==> config.mk <==
export PLATFORM = sky130hd
export DESIGN_NAME = bcpu_core
export DESIGN_NICKNAME = d
export VERILOG_FILES = /design/src/shared/bcpu_pkg.sv /design/src/bcpu_ras.sv /design/src/bcpu_bus.sv /design/src/bcpu_core.sv
export SDC_FILE = /design/constraint.sdc
export NUM_CORES = 1
export LEC_CHECK = 0
export ABC_AREA = 1
export BUFFER_PORTS_ARGS = -buffer_cell sky130_fd_sc_hd__buf_4
export CAP_MARGIN = 20
export CORE_UTILIZATION = 55
export DETAILED_ROUTE_END_ITERATION = 12
export PLACE_DENSITY = 0.72
export SLEW_MARGIN = 20
export SYNTH_ARGS = -nofsm -noshare
export SYNTH_HDL_FRONTEND = slang
export SYNTH_HIERARCHICAL = 1
export SYNTH_SLANG_ARGS = --single-unit
==> constraint.sdc <==
create_clock -name i_mclk -period 8.45 [get_ports i_mclk]
set_input_delay 1.69 -clock i_mclk [delete_from_list [all_inputs] [get_ports i_mclk]]
set_output_delay 1.69 -clock i_mclk [all_outputs]
set_load 0.02 [all_outputs]
==> src/shared/bcpu_pkg.sv <==
// bcpu_pkg: opcodes, status bit positions, reset values, states, bus record
// assumes: shared by the core, the bus sequencer and the bench
package bcpu_pkg;
   localparam int         NREG      = 7;
   localparam int         ADDR_W    = 15;
   // whole opcodes
   localparam logic [7:0] OP_HALT   = 8'h40;
   localparam logic [7:0] OP_NOP    = 8'hC0;
   localparam logic [7:0] OP_SPSU   = 8'h12;
   localparam logic [7:0] OP_SPSL   = 8'h13;
   localparam logic [7:0] OP_LPSU   = 8'h92;
   localparam logic [7:0] OP_LPSL   = 8'h93;
   localparam logic [7:0] OP_TPSU   = 8'hB4;
   localparam logic [7:0] OP_TPSL   = 8'hB5;
   localparam logic [7:0] OP_BSXA   = 8'hBF;
   // opcode bits 7:2 for ops that carry a register, condition or status-select field
   localparam logic [5:0] G_RETC    = 6'h05;
   localparam logic [5:0] G_BCTR    = 6'h06;
   localparam logic [5:0] G_BCTA    = 6'h07;
   localparam logic [5:0] G_REDC    = 6'h0C;
   localparam logic [5:0] G_RETE    = 6'h0D;
   localparam logic [5:0] G_REDE    = 6'h15;
   localparam logic [5:0] G_REDD    = 6'h1C;
   localparam logic [5:0] G_CPPS    = 6'h1D;
   localparam logic [5:0] G_WRTC    = 6'h2C;
   localparam logic [5:0] G_WRTE    = 6'h35;
   localparam logic [5:0] G_WRTD    = 6'h3C;
   // arithmetic group: bits 7:5 op, bits 3:2 mode
   localparam logic [2:0] A_EOR = 3'h1, A_AND = 3'h2, A_IOR = 3'h3, A_ADD = 3'h4;
   localparam logic [2:0] A_SUB = 3'h5, A_STR = 3'h6, A_COM = 3'h7;
   localparam logic [1:0] M_Z = 2'h0, M_I = 2'h1, M_R = 2'h2, M_A = 2'h3;
   localparam logic [1:0] CC_ZERO = 2'h0, CC_POS = 2'h1, CC_NEG = 2'h2, CC_ALWAYS = 2'h3;
   // status upper / lower bit positions
   localparam int         PSU_FLAG  = 6;
   localparam int         PSU_II    = 5;
   localparam int         PSL_CC    = 6;
   localparam int         PSL_IDC   = 5;
   localparam int         PSL_RS    = 4;
   localparam int         PSL_WC    = 3;
   localparam int         PSL_OVF   = 2;
   localparam int         PSL_COM   = 1;
   localparam int         PSL_C     = 0;
   localparam logic [6:0] PSU_WM_EARLY = 7'h67;
   localparam logic [6:0] PSU_WM_LATE  = 7'h7F;
   localparam logic [6:0] PSU_RST_EARLY = 7'h00;
   localparam logic [6:0] PSU_RST_LATE  = 7'h20;
   localparam logic [7:0] RST_PSL   = 8'h00;
   localparam logic [14:0] RST_IAR  = 15'h0000;
   localparam logic       DC_DATA = 1'b1, DC_CTRL = 1'b0, IO_EXT = 1'b1, IO_NONEXT = 1'b0;
   typedef enum logic [2:0] {
      S_FETCH = 3'h0, S_B2 = 3'h1, S_B3 = 3'h3, S_DATA = 3'h2,
      S_EXEC = 3'h6, S_VECT = 3'h7, S_HALT = 3'h5
   } bcpu_st_t;
   typedef enum logic [1:0] {
      B_IDLE = 2'h0, B_SETUP = 2'h1, B_REQ = 2'h3, B_END = 2'h2
   } bcpu_bst_t;
   typedef struct packed {
      logic [14:0] addr;
      logic        mem;
      logic        wr;
      logic        vack;
      logic [7:0]  wdata;
   } bcpu_req_t;
endpackage : bcpu_pkg

==> src/bcpu_ras.sv <==
// bcpu_ras: return address stack storage, one write and one read port
// assumes: the core keeps the wraparound level pointer
`timescale 1ns/1ps
module bcpu_ras #(
   parameter int DEPTH = 8,
   parameter int AW    = 15,
   parameter int PW    = 3
) (
   input  wire logic          i_mclk,
   input  wire logic          i_rst,
   input  wire logic          i_we,
   input  wire logic [PW-1:0] i_widx,
   input  wire logic [AW-1:0] i_wdata,
   input  wire logic [PW-1:0] i_ridx,
   output logic      [AW-1:0] o_rdata
);
   logic [AW-1:0] mem [DEPTH];

   always_ff @(posedge i_mclk or posedge i_rst) begin
      if (i_rst) begin
         for (int k = 0; k < DEPTH; k++) mem[k] <= '0;
      end else if (i_we) begin
         mem[i_widx] <= i_wdata;
      end
   end
   assign o_rdata = mem[i_ridx];
endmodule : bcpu_ras

==> src/bcpu_bus.sv <==
// bcpu_bus: one external transfer per start, request/done handshake to pins
// assumes: op_done_n returns high before the next transfer reaches request
`timescale 1ns/1ps
module bcpu_bus import bcpu_pkg::*; (
   input  wire logic       i_mclk,
   input  wire logic       i_rst,
   input  wire logic       i_start,
   input  wire bcpu_req_t  i_req,
   input  wire logic       i_bus_float_n,
   input  wire logic       i_op_done_n,
   input  wire logic [7:0] i_dbus,
   output logic            o_done,
   output logic      [7:0] o_rdata,
   output bcpu_req_t       o_req,
   output logic            o_op_request,
   output logic            o_write_strobe,
   output logic            o_vector_ack,
   output logic            o_bus_oe_n,
   output logic            o_dbus_oe_n
);
   bcpu_bst_t  st, n_st;
   bcpu_req_t  rq, n_rq;
   logic [7:0] rd, n_rd;
   logic       n_opr, n_wrs, n_vack, n_boe_n, n_doe_n;

   always_comb begin
      n_st = st;
      n_rq = rq;
      n_rd = rd;
      case (st)
         B_IDLE:  if (i_start) begin
            n_rq = i_req;
            n_st = B_SETUP;
         end
         B_SETUP: n_st = B_REQ;
         B_REQ:   if (!i_op_done_n) begin
            n_rd = i_dbus;
            n_st = B_END;
         end
         B_END:   n_st = B_IDLE;
         default: n_st = B_IDLE;
      endcase
      // request only after a full cycle of settled address and control
      n_opr   = (n_st == B_REQ);
      n_wrs   = n_rq.wr ? (n_st == B_END) : (n_st == B_REQ);
      n_vack  = n_rq.vack && (n_st != B_IDLE);
      n_boe_n = ~i_bus_float_n;
      n_doe_n = ~(i_bus_float_n && n_rq.wr && (n_st != B_IDLE));
   end

   always_ff @(posedge i_mclk or posedge i_rst) begin
      if (i_rst) begin
         st             <= B_IDLE;
         rq             <= '0;
         rd             <= 8'h00;
         o_op_request   <= 1'b0;
         o_write_strobe <= 1'b0;
         o_vector_ack   <= 1'b0;
         o_bus_oe_n     <= 1'b0;
         o_dbus_oe_n    <= 1'b1;
      end else begin
         st             <= n_st;
         rq             <= n_rq;
         rd             <= n_rd;
         o_op_request   <= n_opr;
         o_write_strobe <= n_wrs;
         o_vector_ack   <= n_vack;
         o_bus_oe_n     <= n_boe_n;
         o_dbus_oe_n    <= n_doe_n;
      end
   end
   assign o_done  = (st == B_END);
   assign o_rdata = rd;
   assign o_req   = rq;
endmodule : bcpu_bus

==> src/bcpu_core.sv <==
// bcpu_core: 8-bit processor core with its external bus, status word, stack
// assumes: memory and I/O answer each request by pulling op_done_n low
`timescale 1ns/1ps
module bcpu_core import bcpu_pkg::*; #(
   parameter logic LATE_VARIANT = 1'b1
) (
   input  wire logic        i_mclk,
   input  wire logic        i_rst,
   input  wire logic [7:0]  i_dbus,
   input  wire logic        i_op_done_n,
   input  wire logic        i_irq_n,
   input  wire logic        i_pause_n,
   input  wire logic        i_sense,
   input  wire logic        i_bus_float_n,
   output logic      [12:0] o_addr,
   output logic             o_ext_io_sel,
   output logic             o_data_ctrl_sel,
   output logic             o_bus_oe_n,
   output logic      [7:0]  o_dbus,
   output logic             o_dbus_oe_n,
   output logic             o_mem_io,
   output logic             o_read_write,
   output logic             o_op_request,
   output logic             o_write_strobe,
   output logic             o_vector_ack,
   output logic             o_final_cycle,
   output logic             o_flag,
   output logic             o_run
);
   bcpu_st_t    st, n_st;
   logic [7:0]  ir, n_ir, b2, n_b2, b3, n_b3, din, n_din, status_lower_byte, n_psl;
   logic [6:0]  status_upper_byte, n_psu;
   logic [14:0] next_instr_address, n_iar, inc, rel_t, abs_t, babs, stk_rd;
   logic        iss, n_iss, hlt, n_hlt, fin, run;
   logic [7:0]  gpr [NREG];
   logic        we, push, pop, start, bdone;
   logic [2:0]  widx, rsel;
   logic [7:0]  wval, brd, rv, r0, r3, psu_full;
   bcpu_req_t   req, bq;
   logic [2:0]  alu;
   logic [1:0]  md, rf;
   logic [5:0]  g;
   logic        alu_ok, is_halt, io_ne, io_e, io_wr, cond_ok, lt;
   logic [6:0]  wmask;
   logic [7:0]  a, b, res, tst;
   logic [8:0]  s9, d9;
   logic [4:0]  h5, e5;
   logic        cin, bin;

   function automatic logic [1:0] blen(input logic [7:0] o);
      logic ar;
      ar = ~o[4] && (o != OP_HALT) && (o != OP_NOP);
      if ((ar && o[3:2] == M_A) || o[7:2] == G_BCTA || o == OP_BSXA) blen = 2'h3;
      else if ((ar && o[3:2] inside {M_I, M_R}) ||
               o[7:2] inside {G_BCTR, G_REDE, G_WRTE, G_CPPS} ||
               o inside {OP_TPSU, OP_TPSL}) blen = 2'h2;
      else blen = 2'h1;
   endfunction : blen

   function automatic logic needd(input logic [7:0] o);
      needd = (~o[4] && (o != OP_HALT) && (o != OP_NOP) && o[3]) ||
              o[7:2] inside {G_REDC, G_REDD, G_WRTC, G_WRTD, G_REDE, G_WRTE};
   endfunction : needd

   function automatic logic [2:0] ridx(input logic [1:0] r, input logic rs);
      ridx = (r == 2'h0) ? 3'h0 : (rs ? 3'(r) + 3'h3 : 3'(r));
   endfunction : ridx

   function automatic logic [1:0] cc_of(input logic [7:0] v);
      cc_of = (v == 8'h00) ? CC_ZERO : (v[7] ? CC_NEG : CC_POS);
   endfunction : cc_of

   // decode of the first byte: op field, mode and register field
   assign alu      = ir[7:5];
   assign md       = ir[3:2];
   assign rf       = ir[1:0];
   assign g        = ir[7:2];
   assign is_halt  = (ir == OP_HALT);
   assign alu_ok   = ~ir[4] && !is_halt && (ir != OP_NOP);
   assign io_ne    = g inside {G_REDC, G_REDD, G_WRTC, G_WRTD};
   assign io_e     = g inside {G_REDE, G_WRTE};
   assign io_wr    = g inside {G_WRTC, G_WRTD, G_WRTE};
   assign rsel     = ridx(rf, status_lower_byte[PSL_RS]);
   assign rv       = gpr[rsel];
   assign r0       = gpr[0];
   assign r3       = gpr[ridx(2'h3, status_lower_byte[PSL_RS])];
   assign psu_full = {i_sense, status_upper_byte};
   assign wmask    = LATE_VARIANT ? PSU_WM_LATE : PSU_WM_EARLY;
   assign cond_ok  = (rf == CC_ALWAYS) || (status_lower_byte[PSL_CC+:2] == rf);
   // sequential and relative addresses stay inside the current page
   assign inc      = {next_instr_address[14:13], next_instr_address[12:0] + 13'h0001};
   assign rel_t    = {next_instr_address[14:13], next_instr_address[12:0] + {{6{b2[6]}}, b2[6:0]}};
   assign abs_t    = {next_instr_address[14:13], b2[4:0], b3};
   assign babs     = {b2[6:0], b3};

   // arithmetic unit
   always_comb begin
      a   = (md == M_Z) ? r0 : rv;
      b   = (md == M_Z) ? rv : ((md == M_I) ? b2 : din);
      cin = status_lower_byte[PSL_WC] & status_lower_byte[PSL_C];
      bin = status_lower_byte[PSL_WC] & ~status_lower_byte[PSL_C];
      s9  = {1'b0, a} + {1'b0, b} + {8'h00, cin};
      h5  = {1'b0, a[3:0]} + {1'b0, b[3:0]} + {4'h0, cin};
      d9  = {1'b0, a} - {1'b0, b} - {8'h00, bin};
      e5  = {1'b0, a[3:0]} - {1'b0, b[3:0]} - {4'h0, bin};
      case (alu)
         A_EOR:   res = a ^ b;
         A_AND:   res = a & b;
         A_IOR:   res = a | b;
         A_ADD:   res = s9[7:0];
         A_SUB:   res = d9[7:0];
         A_STR:   res = a;
         default: res = b;
      endcase
      lt  = status_lower_byte[PSL_COM] ? (a < b) : ($signed(a) < $signed(b));
      tst = ir[0] ? status_lower_byte : psu_full;
   end

   // request handed to the bus sequencer for the current state
   always_comb begin
      req = {next_instr_address, 1'b1, 1'b0, 1'b0, rv};
      if (st == S_DATA) begin
         if (io_ne) begin
            req.addr = {(g inside {G_REDD, G_WRTD}) ? DC_DATA : DC_CTRL,
                        IO_NONEXT, 13'h0000};
            req.mem  = 1'b0;
            req.wr   = io_wr;
         end else if (io_e) begin
            req.addr = {DC_CTRL, IO_EXT, 5'h00, b2};
            req.mem  = 1'b0;
            req.wr   = io_wr;
         end else begin
            req.addr = (md == M_R) ? rel_t : abs_t;
            req.wr   = (alu == A_STR);
         end
      end else if (st == S_VECT) begin
         req.addr = 15'h0000;
         req.mem  = 1'b0;
         req.vack = 1'b1;
      end
   end

   always_comb begin
      n_st  = st;
      n_ir  = ir;
      n_b2  = b2;
      n_b3  = b3;
      n_din = din;
      n_iar = next_instr_address;
      n_psu = status_upper_byte;
      n_psl = status_lower_byte;
      n_iss = iss;
      n_hlt = hlt;
      start = 1'b0;
      we    = 1'b0;
      widx  = rsel;
      wval  = res;
      push  = 1'b0;
      pop   = 1'b0;
      if (st != S_EXEC && st != S_HALT) begin
         if (!iss) begin
            start = 1'b1;
            n_iss = 1'b1;
         end else if (bdone) begin
            n_iss = 1'b0;
         end
      end
      case (st)
         S_FETCH: if (iss && bdone) begin
            n_ir  = brd;
            n_iar = inc;
            n_st  = (blen(brd) != 2'h1) ? S_B2 : (needd(brd) ? S_DATA : S_EXEC);
         end
         S_B2: if (iss && bdone) begin
            n_b2  = brd;
            n_iar = inc;
            n_st  = (blen(ir) == 2'h3) ? S_B3 : (needd(ir) ? S_DATA : S_EXEC);
         end
         S_B3: if (iss && bdone) begin
            n_b3  = brd;
            n_iar = inc;
            n_st  = needd(ir) ? S_DATA : S_EXEC;
         end
         S_DATA: if (iss && bdone) begin
            n_din = brd;
            n_st  = S_EXEC;
         end
         S_VECT: if (iss && bdone) begin
            push  = 1'b1;
            n_iar = {{8{brd[6]}}, brd[6:0]};
            n_st  = S_FETCH;
         end
         S_HALT: begin
            if (!i_irq_n && !status_upper_byte[PSU_II]) begin
               n_psu[PSU_II] = 1'b1;
               n_hlt         = 1'b0;
               n_st          = S_VECT;
            end else if (!hlt && i_pause_n) begin
               n_st = S_FETCH;
            end
         end
         S_EXEC: begin
            if (alu_ok) begin
               if (alu == A_COM) begin
                  n_psl[PSL_CC+:2] = (a == b) ? CC_ZERO : (lt ? CC_NEG : CC_POS);
               end else if (alu == A_STR) begin
                  we   = (md == M_Z);
                  wval = r0;
               end else begin
                  we               = 1'b1;
                  widx             = (md == M_Z) ? 3'h0 : rsel;
                  n_psl[PSL_CC+:2] = cc_of(res);
                  if (alu == A_ADD) begin
                     n_psl[PSL_C]   = s9[8];
                     n_psl[PSL_IDC] = h5[4];
                     n_psl[PSL_OVF] = (a[7] == b[7]) && (s9[7] != a[7]);
                  end else if (alu == A_SUB) begin
                     n_psl[PSL_C]   = ~d9[8];
                     n_psl[PSL_IDC] = ~e5[4];
                     n_psl[PSL_OVF] = (a[7] != b[7]) && (d9[7] != a[7]);
                  end
               end
            end else if (ir == OP_SPSU || ir == OP_SPSL) begin
               we               = 1'b1;
               widx             = 3'h0;
               wval             = ir[0] ? status_lower_byte : psu_full;
               n_psl[PSL_CC+:2] = cc_of(wval);
            end else if (ir == OP_LPSU) begin
               n_psu = (r0[6:0] & wmask) | (status_upper_byte & ~wmask);
            end else if (ir == OP_LPSL) begin
               n_psl = r0;
            end else if (g == G_CPPS) begin
               if (!ir[0]) n_psu = ir[1] ? (status_upper_byte | (b2[6:0] & wmask)) : (status_upper_byte & ~(b2[6:0] & wmask));
               else n_psl = ir[1] ? (status_lower_byte | b2) : (status_lower_byte & ~b2);
            end else if (ir == OP_TPSU || ir == OP_TPSL) begin
               n_psl[PSL_CC+:2] = ((tst & b2) == b2) ? CC_ZERO : CC_NEG;
            end else if (g == G_RETC || g == G_RETE) begin
               if (cond_ok) begin
                  pop = 1'b1;
                  if (g == G_RETE) n_psu[PSU_II] = 1'b0;
               end
            end else if (g == G_BCTA) begin
               if (cond_ok) n_iar = babs;
            end else if (g == G_BCTR) begin
               if (cond_ok) n_iar = rel_t;
            end else if (ir == OP_BSXA) begin
               push  = 1'b1;
               n_iar = babs + {7'h00, r3};
            end else if (g inside {G_REDC, G_REDD, G_REDE}) begin
               we               = 1'b1;
               wval             = din;
               n_psl[PSL_CC+:2] = cc_of(din);
            end
         end
         default: n_st = S_FETCH;
      endcase
      // pointer wraps through the eight levels
      if (push) n_psu[2:0] = status_upper_byte[2:0] + 3'h1;
      if (pop) begin
         n_iar      = stk_rd;
         n_psu[2:0] = status_upper_byte[2:0] - 3'h1;
      end
      // the inhibit written by this instruction decides the interrupt
      if (st == S_EXEC) begin
         if (!i_irq_n && !n_psu[PSU_II]) begin
            n_psu[PSU_II] = 1'b1;
            n_st          = S_VECT;
         end else if (is_halt || !i_pause_n) begin
            n_hlt = is_halt;
            n_st  = S_HALT;
         end else begin
            n_st = S_FETCH;
         end
      end
   end

   always_ff @(posedge i_mclk or posedge i_rst) begin
      if (i_rst) begin
         st  <= S_FETCH;
         ir  <= 8'h00;
         b2  <= 8'h00;
         b3  <= 8'h00;
         din <= 8'h00;
         next_instr_address <= RST_IAR;
         status_upper_byte <= LATE_VARIANT ? PSU_RST_LATE : PSU_RST_EARLY;
         status_lower_byte <= RST_PSL;
         iss <= 1'b0;
         hlt <= 1'b0;
         fin <= 1'b0;
         run <= 1'b1;
      end else begin
         st  <= n_st;
         ir  <= n_ir;
         b2  <= n_b2;
         b3  <= n_b3;
         din <= n_din;
         next_instr_address <= n_iar;
         status_upper_byte <= n_psu;
         status_lower_byte <= n_psl;
         iss <= n_iss;
         hlt <= n_hlt;
         fin <= (n_st == S_EXEC);
         run <= (n_st != S_HALT);
      end
   end

   always_ff @(posedge i_mclk or posedge i_rst) begin
      if (i_rst) begin
         for (int k = 0; k < NREG; k++) gpr[k] <= 8'h00;
      end else if (we) begin
         gpr[widx] <= wval;
      end
   end

   bcpu_ras #(.DEPTH(8), .AW(ADDR_W), .PW(3)) u_ras (
      .i_mclk  (i_mclk),
      .i_rst   (i_rst),
      .i_we    (push),
      .i_widx  (status_upper_byte[2:0] + 3'h1),
      .i_wdata (next_instr_address),
      .i_ridx  (status_upper_byte[2:0]),
      .o_rdata (stk_rd)
   );

   bcpu_bus u_bus (
      .i_mclk         (i_mclk),
      .i_rst          (i_rst),
      .i_start        (start),
      .i_req          (req),
      .i_bus_float_n  (i_bus_float_n),
      .i_op_done_n    (i_op_done_n),
      .i_dbus         (i_dbus),
      .o_done         (bdone),
      .o_rdata        (brd),
      .o_req          (bq),
      .o_op_request   (o_op_request),
      .o_write_strobe (o_write_strobe),
      .o_vector_ack   (o_vector_ack),
      .o_bus_oe_n     (o_bus_oe_n),
      .o_dbus_oe_n    (o_dbus_oe_n)
   );

   assign o_addr          = bq.addr[12:0];
   assign o_ext_io_sel    = bq.addr[13];
   assign o_data_ctrl_sel = bq.addr[14];
   assign o_dbus          = bq.wdata;
   assign o_mem_io        = bq.mem;
   assign o_read_write    = bq.wr;
   assign o_final_cycle   = fin;
   assign o_flag          = status_upper_byte[PSU_FLAG];
   assign o_run           = run;
endmodule : bcpu_core

==> qor.yml <==
floorplan:
  row_count: 67
  core-area_mm2: 0.03370
  die_h_um: 187.4
  initial_core_util_pct: 56.07
  die_w_um: 187.4
  ioPinCount: 48
  die_area_mm2: 0.03510
clock_tree:
  cts-root-buf: "clkbuf_16"
  cts_setup_buffers: 0
  cts_max_path_buffers: 3
  clk_latency_ps: 610
  cts.htree.levels: 1
  cts_resized: 0
  cts_tree: "built"
  clock_sinks: 286
  clkTransAtPathRegs_ps: 60
  cts_buffers: 31
  hold_buffers: 0
grt:
  busiest_layer: "met2"
  grt_use_met1_pct: 51.20
  antenna_found_initial: 0
  use_met3_pct: 4.653
  grt_pass1_wl_um: 98210
  grt_pass1_vias: 17440
  grt_overflow_total: 0
  grt_start_max_net_pins: 78
  grt_use_met2_pct: 55.15
  grtUsageTotal_pct: 35.57
critical_path:
  slowest_delay_ps: 750
  crit_required_ps: 8920
  reg2regPathDepth: 30
  worst_setup_path_end_kind: "register"
  startpoint_type: "register"
  rr_startpoint: "ir[0]$_DFFE_PP0P_"
  crit_top_cell: "nand2_1"
  worst_ep_arrival_time_ps: 5780
  slowest_stage: "dfrtp_1"
  crit_fanout: 19
  crit_type: "reg -> reg"
  reg2reg_slack_ps: 3140
  reg2reg_to: "gpr[22]$_DFFE_PP0P_"
layout:
  utilization_pct: 60.58
  layout_commonest_cell: "nand2_1"
  fin_nets: 2769
  fin_cells: 3151
  nFillCells: 3236
  drive_gt1_share_pct: 9.027
  antenna_cells: 0
  stdcell_area_mm2: 0.02042
  area_growth_pct: 8.045
  final_cell_mix: "820 x nand2_1, 352 x inv_1, 282 x dfrtp_1"
yosys:
  synth_xor_area_share_pct: 0.9734
  syn_inst: 2691
  synth.area.mux_share_pct: 0.1192
  yosysWarnings: 6
  synth_area_per_cell_um2: 7.022
  synthSimpleGateAreaFrac_pct: 27.31
  synth_top_family_by_area: "simple AND/OR/NAND/NOR gates"
  seq_area_frac_synth_pct: 37.90
  synth_compound_area_share_pct: 17.55
  synth_edf_count: 0
  synthArstFlopShare_pct: 100.0
  ys_seq_elements: 286
  synth_area_mm2: 0.01890
  ys_types: 65
  synthFlopType: "dfrtp_1"
  synth-adder-area-share_pct: 5.138
  postSynthNetCount: 2780
drt:
  wl_um: 62050
  drc: 0
  final_antenna_net_count: 0
  dr.first_iter.drc_count: 2206
  vias: 18510
  avgViaCountPerCell: 5.874
  routedWlPerCell_um: 19.69
  first_pass_iters: 8
placed_design:
  io_buffer_count: 47
  dp_hpwl_um: 45370
  post_dp_cell_area_mm2: 0.01937
  gp_congestion: 1.027
  dp_cells: 3093
min_path:
  hold_end: "u_bus/o_req[18]$_DFFE_PP0P_"
  hold_depth: 2
  worstHoldPathType: "reg -> reg"
  hp-start: "u_bus/o_req[18]$_DFFE_PP0P_"
sta:
  fmaxAchievable_mhz: 188.4
  slew_viol_final: 0
  setup_tns_ps: 0
  tightest_slew_ps: 982.5
  skew_ps: 37.34
  slew_headroom_pct: 34.50
  setup_viol: 0
  timing_hold_violations_final: 0
  rsz0062_at_grt: "no"
  holdWs_ps: 473.1
  fin_crit_sh_pct: 62.81
  fin_crit_ps: 5307
flow_run:
  maxCapViolations: 0
pwr:
  peakVddDrop_uv: 495.3
  power_density_mw_per_mm2: 380.9
  cellLeakagePower_nw: 10.07
outcome:
  outcome: "completed"
==> how the worst max path moves through the flow <==
stage | from | to | slack (ps)
after detailed placement | ir[0]$_DFFE_PP0P_ | r0[6]$_DFFE_PP0P_ | 3220
after floorplan | i_rst | asynchronous set/reset pin | 3440
after global routing | ir[0]$_DFFE_PP0P_ | r0[6]$_DFFE_PP0P_ | 2770
after global placement | ir[0]$_DFFE_PP0P_ | gpr[30]$_DFFE_PP0P_ | 3480
final | ir[0]$_DFFE_PP0P_ | gpr[22]$_DFFE_PP0P_ | 3140
after CTS | ir[0]$_DFFE_PP0P_ | gpr[22]$_DFFE_PP0P_ | 3250
==> routing by layer <==
metal	up-vias	wire length (µm)	share of wire, %
met5	-	0	0
met4	0	2232	3.6
met3	156	4897	7.9
met2	827	27590	44
met1	8842	27330	44
li1	8683	-	-
==> report_power, final <==
| group | total (mW) | internal (mW) | switching (mW) |
|---|---|---|---|
| registers | 2.00 | 1.63 | 0.377 |
| logic | 4.39 | 1.34 | 3.05 |
| clock network | 1.38 | 0.795 | 0.589 |
==> cell usage after synthesis (4+ instances only) <==
library cell | number | share of area [%]
dfrtp_1 | 283 | 37
nand3_2 | 7 | 0.37
o21ai_0 | 250 | 6.6
a21oi_2 | 5 | 0.23
o21ai_2 | 13 | 0.60
o211ai_1 | 26 | 1.0
nand2_1 | 825 | 16
o221ai_1 | 10 | 0.46
nand2_2 | 18 | 0.60
inv_1 | 355 | 7.1
nand4_1 | 13 | 0.43
o311ai_0 | 4 | 0.19
nor2_2 | 12 | 0.40
a21oi_1 | 85 | 2.3
nand3_1 | 184 | 4.9
nor2_1 | 115 | 2.3
buf_1 | 5 | 0.099
buf_4 | 9 | 0.36
ha_1 | 68 | 4.5
o22ai_1 | 35 | 1.2
buf_6 | 10 | 0.60
clkbuf_1 | 32 | 0.64
fa_1 | 6 | 0.64
o21ai_1 | 99 | 2.6
o2111ai_1 | 6 | 0.28
a211oi_1 | 7 | 0.28
nor2_4 | 9 | 0.54
xor2_1 | 13 | 0.60
xnor2_1 | 8 | 0.37
nor3_1 | 20 | 0.53
buf_2 | 51 | 1.4
inv_2 | 37 | 0.73
a31oi_1 | 14 | 0.46
==> critical path: cells and delay by family, from the launching register on <==
kind | cells | cell delay (ps)
AND/OR/NAND/NOR | 13 | 1510
AO/OA/AOI/OAI | 8 | 1100
adder cells (fa/ha/maj) | 3 | 1040
buffers and inverters | 6 | 760
flip-flops | 1 | 750
==> state kept, by name, indices dropped and copies added (netlist names), 15 cells and up, named ones only <==
signal,flops
u_ras/mem,120
u_bus/o_req,26
next_instr_address,15
gpr,48
==> cell type report <==
type                       count  area [µm²]  share of cell area (%)
multi-input combinational   1899        9669                   47.36
sequential                   286        7162                   35.08
inverter                     398        1506                   7.379
clock buffer                  43       850.8                   4.167
tap                          448       560.5                   2.746
timing repair buffer          64       508.0                   2.488
clock inverter                13       158.9                  0.7783
==> per-stage QoR <==
step / power (mW) / worst slack [ps]
2_1_floorplan: 4.988 / 3436
3_3_place_gp: 6.210 / 3475
3_5_place_dp: 6.270 / 3221
4_1_cts: 7.672 / 3254
5_1_grt: 8.333 / 2774
6_report: 7.776 / 3143
==> logic make-up (layout without fill, tap and decap cells) <==
logic type | Yosys count | count (layout)
adders and majority gates | 74 | 74
AOI/OAI and AO/OA | 581 | 581
xor gates and xnor gates | 21 | 21
buffers and inverters | 506 | 518
DFF | 286 | 286
and+or+nand+nor | 1221 | 1221
muxes | 2 | 2
Note: power is estimated with default switching activity, not from simulation.
